File: config.mk
export PLATFORM = sky130hd
export DESIGN_NAME = adcsq_ctrl
export DESIGN_NICKNAME = d
export VERILOG_FILES = /design/src/verilog/adcsq_pkg.sv /design/src/verilog/adcsq_ctrl.sv /design/src/verilog/adcsq_timer.sv /design/src/verilog/adcsq_sar.sv
export SDC_FILE = /design/constraint.sdc
export NUM_CORES = 1
export LEC_CHECK = 0
export ABC_AREA = 1
export CORE_MARGIN = 2
export CORE_UTILIZATION = 45
export DETAILED_ROUTE_END_ITERATION = 16
export DONT_BUFFER_PORTS = 1
export SETUP_SLACK_MARGIN = 0.4
export SKIP_CTS_REPAIR_TIMING = 1
export SLEW_MARGIN = 20
export SYNTH_ARGS = -nofsm -noshare
export SYNTH_HDL_FRONTEND = slang
export SYNTH_SLANG_ARGS = --single-unit
File: constraint.sdc
create_clock -name mclk -period 3.1 [get_ports mclk]
set_input_delay 0.155 -clock mclk [delete_from_list [all_inputs] [get_ports mclk]]
set_output_delay 0.155 -clock mclk [all_outputs]
set_load 0.02 [all_outputs]
File: src/verilog/adcsq_pkg.sv
package adcsq_pkg;

  // Register indices; byte address is four times the index
  localparam logic [7:0] IDX_RESULT_LOW_STATUS = 8'h1F;
  localparam logic [7:0] IDX_RESULT_HIGH = 8'h20;
  localparam logic [7:0] IDX_CONV_CONTROL_MAIN = 8'h25;
  localparam logic [7:0] IDX_CONV_CONTROL_TIMING = 8'h26;
  localparam int ADDR_W = 10;
  localparam logic [9:0] ADDR_RESULT_LOW_STATUS = {IDX_RESULT_LOW_STATUS, 2'b00};
  localparam logic [9:0] ADDR_RESULT_HIGH = {IDX_RESULT_HIGH, 2'b00};
  localparam logic [9:0] ADDR_CONV_CONTROL_MAIN = {IDX_CONV_CONTROL_MAIN, 2'b00};
  localparam logic [9:0] ADDR_CONV_CONTROL_TIMING = {IDX_CONV_CONTROL_TIMING, 2'b00};
  // Extra register for sampled-comparator and low-power inputs is not needed

  // Main control fields
  localparam int MAIN_START_BIT = 7;
  localparam int MAIN_MODE_LSB = 5;
  localparam int MAIN_GATE_BIT = 4;
  localparam int MAIN_CHAN_LSB = 0;
  localparam logic [7:0] MAIN_RESET = 8'h10;

  // Timing control fields
  localparam int TIM_LADDER_BIT = 5;
  localparam int TIM_FIXED_ONE_BIT = 4;
  localparam int TIM_TIME_LSB = 1;
  localparam logic [7:0] TIM_RESET = 8'h10;

  // Status fields of the low result register
  localparam int STAT_DONE_BIT = 5;
  localparam int STAT_BUSY_BIT = 4;

  // Operating modes
  localparam logic [1:0] MODE_OFF = 2'h0;
  localparam logic [1:0] MODE_SINGLE = 2'h1;
  localparam logic [1:0] MODE_RSVD = 2'h2;
  localparam logic [1:0] MODE_REPEAT = 2'h3;

  // Conversion times in oscillator cycles
  localparam int CONV_CYC_0 = 39;
  localparam int CONV_CYC_2 = 78;
  localparam int CONV_CYC_3 = 156;
  localparam int CONV_CYC_4 = 312;
  localparam int CONV_CYC_5 = 624;
  localparam int CONV_CYC_6 = 1248;
  localparam int CNT_W = 11;

  localparam int RES_W = 10;
  localparam int NUM_CHAN = 8;

endpackage : adcsq_pkg

File: src/verilog/adcsq_ctrl.sv
// Local design decision: register access over APB.
`timescale 1ns/1ns
//Contract
//RQ1: Mode field: off, single, reserved, repeat
//RQ2: Start in single mode converts selected channel
//RQ3: Start bit self-clears once conversion begins
//RQ4: End stores result, sets done, pulses irq
//RQ5: Repeat mode restarts after every conversion
//RQ6: Mode off aborts, result not stored
//RQ7: Channel codes 0-7 valid, others reserved
//RQ8: Gate bit 1 disables analog inputs
//RQ9: Ladder on during conversion or always
//RQ10: Time field selects documented cycle counts
//RQ11: Software writes bit0 zero, bit4 one
//RQ12: Undefined top bits, unstable low bits read
//RQ13: Reading upper result clears done
//RQ14: Busy tracks conversion, clears on low power
//RQ15: Low power resets controls, blocks writes
//RQ16: Software never restarts during conversion
//RQ17: Channel changed only while idle
//RQ18: Software picks long enough conversion time
//RQ19: Software gates inputs when unused
//RQ20: Result registers reset with flags zero
//RQ21: Result bits nine-two high, one-zero low
//RQ22: Conversion lasts exactly selected cycle count
module adcsq_ctrl (
  // Clock and reset
  input wire logic mclk,
  input wire logic nrst,
  // APB slave
  input wire logic psel,
  input wire logic penable,
  input wire logic pwrite,
  input wire logic [adcsq_pkg::ADDR_W-1:0] paddr,
  input wire logic [31:0] pwdata,
  input wire logic [3:0] pstrb,
  output logic [31:0] prdata,
  output logic pready,
  output logic pslverr,
  // Power mode
  input wire logic low_power,
  // Analog front end
  input wire logic cmp_high,
  output logic [adcsq_pkg::RES_W-1:0] dac_code,
  output logic [adcsq_pkg::NUM_CHAN-1:0] chan_route,
  output logic inputs_enabled,
  output logic ladder_on,
  output logic sample_hold,
  // Event
  output logic conv_done_irq
);

  typedef enum logic [2:0] {
    ST_IDLE = 3'b001,
    ST_SAMPLE = 3'b010,
    ST_CONV = 3'b100
  } adcsq_state_t;

  adcsq_state_t state_ff;
  logic [7:0] main_ff;
  logic [7:0] timing_ff;
  logic [7:0] res_high_ff;
  logic [1:0] res_low_ff;
  logic done_ff;
  logic irq_ff;
  logic [31:0] prdata_ff;

  logic wr_en;
  logic rd_en;
  logic [1:0] mode;
  logic [3:0] chan;
  logic start_req;
  logic abort;
  logic conv_end;
  logic timer_run;
  logic sar_clear;
  logic [adcsq_pkg::RES_W-1:0] sar_value;

  function automatic logic hit(input logic [adcsq_pkg::ADDR_W-1:0] a,
                               input logic [adcsq_pkg::ADDR_W-1:0] r);
    hit = (a == r);
  endfunction : hit

  assign wr_en = psel && penable && pwrite && pstrb[0];
  assign rd_en = psel && penable && !pwrite;
  assign pready = 1'b1;
  assign pslverr = 1'b0;
  assign prdata = prdata_ff;

  assign mode = main_ff[adcsq_pkg::MAIN_MODE_LSB +: 2];
  assign chan = main_ff[adcsq_pkg::MAIN_CHAN_LSB +: 4];

  // Reserved mode 10 behaves as off
  // Low power must not launch a conversion that abort would never see
  assign start_req = main_ff[adcsq_pkg::MAIN_START_BIT] && state_ff == ST_IDLE && !low_power
    && (mode == adcsq_pkg::MODE_SINGLE || mode == adcsq_pkg::MODE_REPEAT); // RQ1 RQ2 RQ5
  assign abort = (mode == adcsq_pkg::MODE_OFF || mode == adcsq_pkg::MODE_RSVD
    || low_power) && state_ff != ST_IDLE; // RQ6

  // Control registers; low power holds them at reset and drops writes
  always_ff @(posedge mclk or negedge nrst) begin
    if (!nrst) begin
      main_ff <= adcsq_pkg::MAIN_RESET;
      timing_ff <= adcsq_pkg::TIM_RESET;
    end else if (low_power) begin
      main_ff <= adcsq_pkg::MAIN_RESET; // RQ15
      timing_ff <= adcsq_pkg::TIM_RESET; // RQ15
    end else begin
      if (start_req) begin
        main_ff[adcsq_pkg::MAIN_START_BIT] <= 1'b0; // RQ3
      end
      if (wr_en && hit(paddr, adcsq_pkg::ADDR_CONV_CONTROL_MAIN)) begin
        main_ff <= pwdata[7:0];
      end
      if (wr_en && hit(paddr, adcsq_pkg::ADDR_CONV_CONTROL_TIMING)) begin
        // Fixed bits are stored as written; software keeps them legal
        timing_ff <= {2'b00, pwdata[5:0]}; // RQ11
      end
    end
  end

  // Sequencer: one sample cycle, then approximation
  always_ff @(posedge mclk or negedge nrst) begin
    if (!nrst) begin
      state_ff <= ST_IDLE;
    end else begin
      case (state_ff)
        ST_IDLE: begin
          if (start_req) begin
            state_ff <= ST_SAMPLE; // RQ2
          end
        end
        ST_SAMPLE: begin
          if (abort) begin
            state_ff <= ST_IDLE;
          end else begin
            state_ff <= ST_CONV;
          end
        end
        ST_CONV: begin
          if (abort) begin
            state_ff <= ST_IDLE; // RQ6
          end else if (conv_end && mode == adcsq_pkg::MODE_REPEAT) begin
            state_ff <= ST_SAMPLE; // RQ5
          end else if (conv_end) begin
            state_ff <= ST_IDLE;
          end
        end
        default: state_ff <= ST_IDLE;
      endcase
    end
  end

  assign sar_clear = state_ff == ST_SAMPLE;

  adcsq_timer #(.CNT_W(adcsq_pkg::CNT_W)) u_timer (
    .mclk(mclk),
    .nrst(nrst),
    .start(start_req || (conv_end && mode == adcsq_pkg::MODE_REPEAT && !abort)),
    .abort(abort),
    .time_sel(timing_ff[adcsq_pkg::TIM_TIME_LSB +: 3]), // RQ10
    .running(timer_run),
    .done(conv_end)
  );

  adcsq_sar #(.RES_W(adcsq_pkg::RES_W)) u_sar (
    .mclk(mclk),
    .nrst(nrst),
    .clear(sar_clear),
    .step(state_ff == ST_CONV),
    .cmp_high(cmp_high),
    .dac_code(dac_code),
    .value(sar_value)
  );

  // Result, done and irq; a new result wins over a read clear
  always_ff @(posedge mclk or negedge nrst) begin
    if (!nrst) begin
      res_high_ff <= 8'h00; // RQ20
      res_low_ff <= 2'h0;
      done_ff <= 1'b0;
      irq_ff <= 1'b0;
    end else begin
      irq_ff <= conv_end; // RQ4
      if (low_power) begin
        res_high_ff <= 8'h00;
        res_low_ff <= 2'h0;
        done_ff <= 1'b0;
      end else if (conv_end) begin
        res_high_ff <= sar_value[9:2]; // RQ21
        res_low_ff <= sar_value[1:0]; // RQ21
        done_ff <= 1'b1; // RQ4
      end else if (rd_en && hit(paddr, adcsq_pkg::ADDR_RESULT_HIGH)) begin
        done_ff <= 1'b0; // RQ13
      end
    end
  end

  // Read data registered in the setup cycle
  always_ff @(posedge mclk or negedge nrst) begin
    if (!nrst) begin
      prdata_ff <= 32'h0000_0000;
    end else if (psel && !penable && !pwrite) begin
      prdata_ff <= 32'h0000_0000;
      if (hit(paddr, adcsq_pkg::ADDR_RESULT_LOW_STATUS)) begin
        // Low nibble is don't-care to software; reads zero here
        prdata_ff[7:0] <= {res_low_ff, done_ff, timer_run, 4'h0}; // RQ12 RQ14
      end else if (hit(paddr, adcsq_pkg::ADDR_RESULT_HIGH)) begin
        prdata_ff[7:0] <= res_high_ff;
      end else if (hit(paddr, adcsq_pkg::ADDR_CONV_CONTROL_MAIN)) begin
        prdata_ff[7:0] <= main_ff;
      end else if (hit(paddr, adcsq_pkg::ADDR_CONV_CONTROL_TIMING)) begin
        prdata_ff[7:0] <= timing_ff; // RQ12
      end
    end
  end

  // Channel routing, gating and ladder
  always_comb begin
    chan_route = '0;
    if (!chan[3]) begin
      chan_route[chan[2:0]] = 1'b1; // RQ7
    end
  end

  assign inputs_enabled = !main_ff[adcsq_pkg::MAIN_GATE_BIT]; // RQ8
  assign ladder_on = timing_ff[adcsq_pkg::TIM_LADDER_BIT] || timer_run; // RQ9
  assign sample_hold = state_ff == ST_SAMPLE;
  assign conv_done_irq = irq_ff;

  // Checks
  property p_start_clears;
    @(posedge mclk) disable iff (!nrst)
    start_req && !low_power |=> !main_ff[adcsq_pkg::MAIN_START_BIT] || $past(wr_en);
  endproperty
  a_start_clears: assert property (p_start_clears) else $error("start bit stuck"); // RQ3

  property p_done_irq;
    @(posedge mclk) disable iff (!nrst)
    conv_end && !low_power |=> done_ff && conv_done_irq;
  endproperty
  a_done_irq: assert property (p_done_irq) else $error("done or irq missing"); // RQ4

  property p_repeat;
    @(posedge mclk) disable iff (!nrst)
    conv_end && mode == adcsq_pkg::MODE_REPEAT && !abort |=> timer_run;
  endproperty
  a_repeat: assert property (p_repeat) else $error("repeat did not restart"); // RQ5

  property p_abort;
    @(posedge mclk) disable iff (!nrst)
    // Low power clears results itself, so only a mode abort must keep them
    abort && !low_power |=> !timer_run && $stable(res_high_ff);
  endproperty
  a_abort: assert property (p_abort) else $error("abort stored result"); // RQ6

  property p_route;
    @(posedge mclk) disable iff (!nrst)
    chan[3] |-> chan_route == '0;
  endproperty
  a_route: assert property (p_route) else $error("reserved channel routed"); // RQ7

  property p_ladder;
    @(posedge mclk) disable iff (!nrst)
    state_ff != ST_IDLE |-> ladder_on;
  endproperty
  a_ladder: assert property (p_ladder) else $error("ladder off in conversion"); // RQ9

  property p_time39;
    @(posedge mclk) disable iff (!nrst)
    start_req && timing_ff[3:1] == 3'h0 && !low_power |-> ##39 conv_end;
  endproperty
  a_time39: assert property (p_time39) else $error("conversion length wrong"); // RQ22

  property p_rd_clear;
    @(posedge mclk) disable iff (!nrst)
    rd_en && hit(paddr, adcsq_pkg::ADDR_RESULT_HIGH) && !conv_end |=> !done_ff;
  endproperty
  a_rd_clear: assert property (p_rd_clear) else $error("done not cleared"); // RQ13

  property p_lp;
    @(posedge mclk) disable iff (!nrst)
    low_power |=> main_ff == adcsq_pkg::MAIN_RESET && !timer_run && res_high_ff == 8'h00;
  endproperty
  a_lp: assert property (p_lp) else $error("low power not reset"); // RQ15 RQ14

  property p_busy;
    @(posedge mclk) disable iff (!nrst)
    (state_ff != ST_IDLE) == timer_run;
  endproperty
  a_busy: assert property (p_busy) else $error("busy flag out of step"); // RQ14

  property p_irq_pulse;
    @(posedge mclk) disable iff (!nrst)
    conv_done_irq |=> !conv_done_irq;
  endproperty
  a_irq_pulse: assert property (p_irq_pulse) else $error("irq longer than one cycle"); // RQ4

  property p_lp_start;
    @(posedge mclk) disable iff (!nrst)
    low_power |-> !start_req;
  endproperty
  a_lp_start: assert property (p_lp_start) else $error("start in low power"); // RQ15

  c_single: cover property (@(posedge mclk) disable iff (!nrst)
    mode == adcsq_pkg::MODE_SINGLE && conv_end);
  c_repeat: cover property (@(posedge mclk) disable iff (!nrst)
    mode == adcsq_pkg::MODE_REPEAT && conv_end ##1 timer_run);
  c_abort: cover property (@(posedge mclk) disable iff (!nrst) abort);
  c_lowpower: cover property (@(posedge mclk) disable iff (!nrst)
    low_power && timer_run);

endmodule : adcsq_ctrl

File: src/verilog/adcsq_timer.sv
`timescale 1ns/1ns
// Counts the selected conversion length; done pulses on the last cycle.
module adcsq_timer #(
  parameter int CNT_W = adcsq_pkg::CNT_W
) (
  // Clock and reset
  input wire logic mclk,
  input wire logic nrst,
  // Control
  input wire logic start,
  input wire logic abort,
  input wire logic [2:0] time_sel,
  // Status
  output logic running,
  output logic done
);

  if (CNT_W < 11) begin : g_cnt_w_check
    $error("adcsq_timer: CNT_W too small for longest time");
  end

  logic [CNT_W-1:0] cnt_ff;
  logic run_ff;

  function automatic logic [CNT_W-1:0] cycles_of(input logic [2:0] sel);
    case (sel)
      3'h0: cycles_of = CNT_W'(adcsq_pkg::CONV_CYC_0);
      3'h2: cycles_of = CNT_W'(adcsq_pkg::CONV_CYC_2);
      3'h3: cycles_of = CNT_W'(adcsq_pkg::CONV_CYC_3);
      3'h4: cycles_of = CNT_W'(adcsq_pkg::CONV_CYC_4);
      3'h5: cycles_of = CNT_W'(adcsq_pkg::CONV_CYC_5);
      3'h6: cycles_of = CNT_W'(adcsq_pkg::CONV_CYC_6);
      // Reserved codes fall back to the longest time, the safe choice
      default: cycles_of = CNT_W'(adcsq_pkg::CONV_CYC_6);
    endcase
  endfunction : cycles_of

  assign running = run_ff;
  assign done = run_ff && !abort && (cnt_ff == CNT_W'(1));

  always_ff @(posedge mclk or negedge nrst) begin
    if (!nrst) begin
      run_ff <= 1'b0;
      cnt_ff <= '0;
    end else if (abort) begin
      run_ff <= 1'b0;
      cnt_ff <= '0;
    end else if (start) begin
      run_ff <= 1'b1;
      cnt_ff <= cycles_of(time_sel); // RQ10 RQ22
    end else if (run_ff) begin
      cnt_ff <= cnt_ff - CNT_W'(1);
      if (cnt_ff == CNT_W'(1)) begin
        run_ff <= 1'b0;
      end
    end
  end

endmodule : adcsq_timer

File: src/verilog/adcsq_sar.sv
`timescale 1ns/1ns
// Successive approximation register: one bit decided per step, MSB first.
module adcsq_sar #(
  parameter int RES_W = adcsq_pkg::RES_W
) (
  // Clock and reset
  input wire logic mclk,
  input wire logic nrst,
  // Control
  input wire logic clear,
  input wire logic step,
  input wire logic cmp_high,
  // Ladder code and result
  output logic [RES_W-1:0] dac_code,
  output logic [RES_W-1:0] value
);

  if (RES_W < 2) begin : g_res_w_check
    $error("adcsq_sar: RES_W must be at least 2");
  end

  logic [RES_W-1:0] trial_ff;
  logic [RES_W-1:0] acc_ff;

  assign dac_code = acc_ff | trial_ff;
  assign value = acc_ff;

  always_ff @(posedge mclk or negedge nrst) begin
    if (!nrst) begin
      trial_ff <= '0;
      acc_ff <= '0;
    end else if (clear) begin
      trial_ff <= {1'b1, {(RES_W-1){1'b0}}};
      acc_ff <= '0;
    end else if (step && (trial_ff != '0)) begin
      // Keep the trial bit when the input stays at or above the ladder
      if (cmp_high) begin
        acc_ff <= acc_ff | trial_ff;
      end
      trial_ff <= trial_ff >> 1;
    end
  end

endmodule : adcsq_sar

==> run summary <==
Layout area overhead = 7.44%
post-DP HPWL = 6.70 mm
EDFF count, synth = 0
number of DRC markers in iteration 0 = 109
largest net degree at the start of global routing = 70
Core Area = 8810 sq um
H-tree depth = 3
synthesized cell area = 4140 sq um
Mapped Avg Cell Area = 7.66 sq um
fin. max-slew vios = 0
Worst VDD drop = 0.336 mV
dpl cell area = 4080 sq um
Final Cell Area = 4440 sq um
# diodes = 0
die footprint = 9970 sq um
Post-synth top flop = dfrtp_1
Max Clock Skew = 7.91 ps
startpoint types = register
per-cell routed wire length = 14.2 um
outcome = complete, no violations
Rel. slew slack = 57.1%
clock tree buffer depth = 2
sequential fraction of the synthesis area = 41.8%
Residual DRC = 0
clk root buf = clkbuf_8
CP required = 3350 ps
Async S/R FF share, synth = 100%
RSZ-0062 raised after global routing = false
I/O pin total = 109
Avg Vias per Cell = 5.21
cell count after placement = 633
Pre-antenna DRT Iters = 4
antenna-violating nets left = 0
fillcell total = 870
Arr. time, crit path = 2220 ps
number of max-cap violations = 0
Final Util = 50.5%
CP Capture Type = register
Yosys top cell area share = 39.9%
clk sinks = 69
Yosys top cell by area = dfrtp_1
Hold Vio Cnt, Final = 0
vias in the first global route = 3281
Worst-path clk slew = 80 ps
hold slack = 2.32 ps
CTS Buf Count = 9
worst setup path class = reg2reg
Initial Utilization = 47.0%
std cell rows = 34
chip width = 99.9 um
worst skew pair latency = 350 ps
Final GP Congestion = 0.871
power per cell area = 607 nW/um^2
final worst path period need = 1980 ps
Synth Warn # = 0
Overall Power = 2.70 mW
Area contributors post-synth = dfrtp_1 40%, nand2_1 13%, nand3_1 6.4%, buf_4 5.4%, nor2_1 4.6%
worst setup margin = 1120 ps
synthesized flop and latch total = 69
Tcrit/Tclk final = 63.8%
count of unique library cells instantiated by Yosys = 37
Tot GR Track Use = 20.0%
Leak Pwr = 2.21 nW
CTS tree = yes
Detailed Route WL = 9.39 mm
total congestion overflow = 0
pre-CTS WS = 1170 ps
via count = 3452
I/O Buffers = 0
initial antenna violation count = 0
final std cells w/o fill = 663
Peak Freq = 0.506 GHz
Tightest Hold Check Type = in2reg
Least-Margin Pin Slew = 640 ps
Synth Instances = 540
share of cells above drive strength 1 = 14.6%
fin nets = 605
die height = 99.9 um
CP Max Fanout = 12
global-route wire length before repair = 15.8 mm
final setup fails = 0
setup TNS = 0 ps
==> where the power goes <==
part	switching (mW)	leakage, nW	internal (mW)
registers	0.0958	0.934	0.979
logic	0.579	1.19	0.299
clock network	0.364	0.0935	0.379
total	1.04	2.21	1.66
==> critical path: stages (launching register included) <==
cell     delay (ps)
dfrtp_1         410
inv_1            90
ha_1            150
inv_1            60
nor3_1          190
nand2_2         100
nor2_4           90
nand3_2         240
nand2_2         280
nand2_1         140
nand3_2          80
nand2_1          50
==> placed cells by master (no fill, tap or decap), drive strengths merged, types with 3 or more instances in the layout <==
cell         netlist  layout
clkbuf             2      10
nand4             12      12
dfrtp             66      66
dfstp              3       3
a21oi              3       3
dlygate4sd3        0      13
nor2              61      61
o21ai             47      47
xor2               3       3
nand3             68      68
nor3              15      15
conb               2      26
nand2            153     153
inv               43      45
or2               12      12
==> cells in the mapped netlist, types with 2 or more instances <==
library cell  number
nand2_1          144
dfrtp_1           66
nand3_1           53
nor2_1            51
inv_1             34
buf_4             30
o21ai_0           30
o21ai_1           17
nand3_2           13
nand4_1           12
or2_2             12
nor3_1            11
inv_2              8
nand2_2            8
buf_2              5
nor2_2             5
nor2_4             5
dfstp_2            3
xor2_1             3
a21oi_1            2
buf_6              2
clkbuf_1           2
conb_1             2
ha_1               2
nand3_4            2
nor3_2             2
nor3_4             2
nor4_1             2
o211ai_1           2
o21bai_1           2
xnor2_1            2
==> logic make-up after synthesis <==
kind of cell | Yosys count | share of synthesized area, %
simple gates | 324 | 38.4
compound gates | 55 | 7.02
other cells | 2 | 0.182
buf+inv | 83 | 10.9
xor+xnor | 5 | 1.06
fa+ha+maj | 2 | 0.605
flops | 69 | 41.8
==> path summary, 6_finish.rpt <==
path	slack (ps)	from	to	depth (start not counted)
worst max-delay path	1120	u_timer.cnt_ff[1]$_DFFE_PN0P_	u_timer.cnt_ff[4]$_DFFE_PN0P_	11
worst min-delay path	2	pwdata[4]	timing_ff[4]$_DFFE_PN1P_	2
worst max register to register	1120	u_timer.cnt_ff[1]$_DFFE_PN0P_	u_timer.cnt_ff[4]$_DFFE_PN0P_	11
worst min register to register	480	res_high_ff[7]$_DFFE_PN0P_	res_high_ff[7]$_DFFE_PN0P_	2
min in group asynchronous	360	nrst	timing_ff[2]$_DFFE_PN0P_	2
max in group asynchronous	2430	nrst	state_ff[0]$_DFFE_PN1P_	2
==> per-layer routing <==
metal  global-route usage, %  up-vias  share of wire, %
met4                    5.37        0               1.1
li1                        -     1727                 -
met2                    31.6       95                47
met3                    6.20        7               4.7
met5                       0        -                 0
met1                    27.0     1623                47
==> state kept, by name, indices dropped and copies added (netlist names) <==
register,flops
res_high_ff,8
done_ff,1
timing_ff,6
u_timer.running,1
state_ff,3
prdata,8
u_timer.cnt_ff,11
res_low_ff,2
conv_done_irq,1
u_sar.trial_ff,10
u_sar.value,10
main_ff,8
==> cell type report <==
class                   count  area (sq um)  share of cell area (%)
multi-input cells         412          2050                    46.2
flip-flops and latches     69          1730                    38.9
inverters                  44           169                    3.80
repair buffers             14           158                    3.55
well taps                 108           135                    3.04
clock buffers              10           128                    2.87
clock inverters             6          71.3                    1.61
Note: power is estimated with default switching activity, not from simulation.
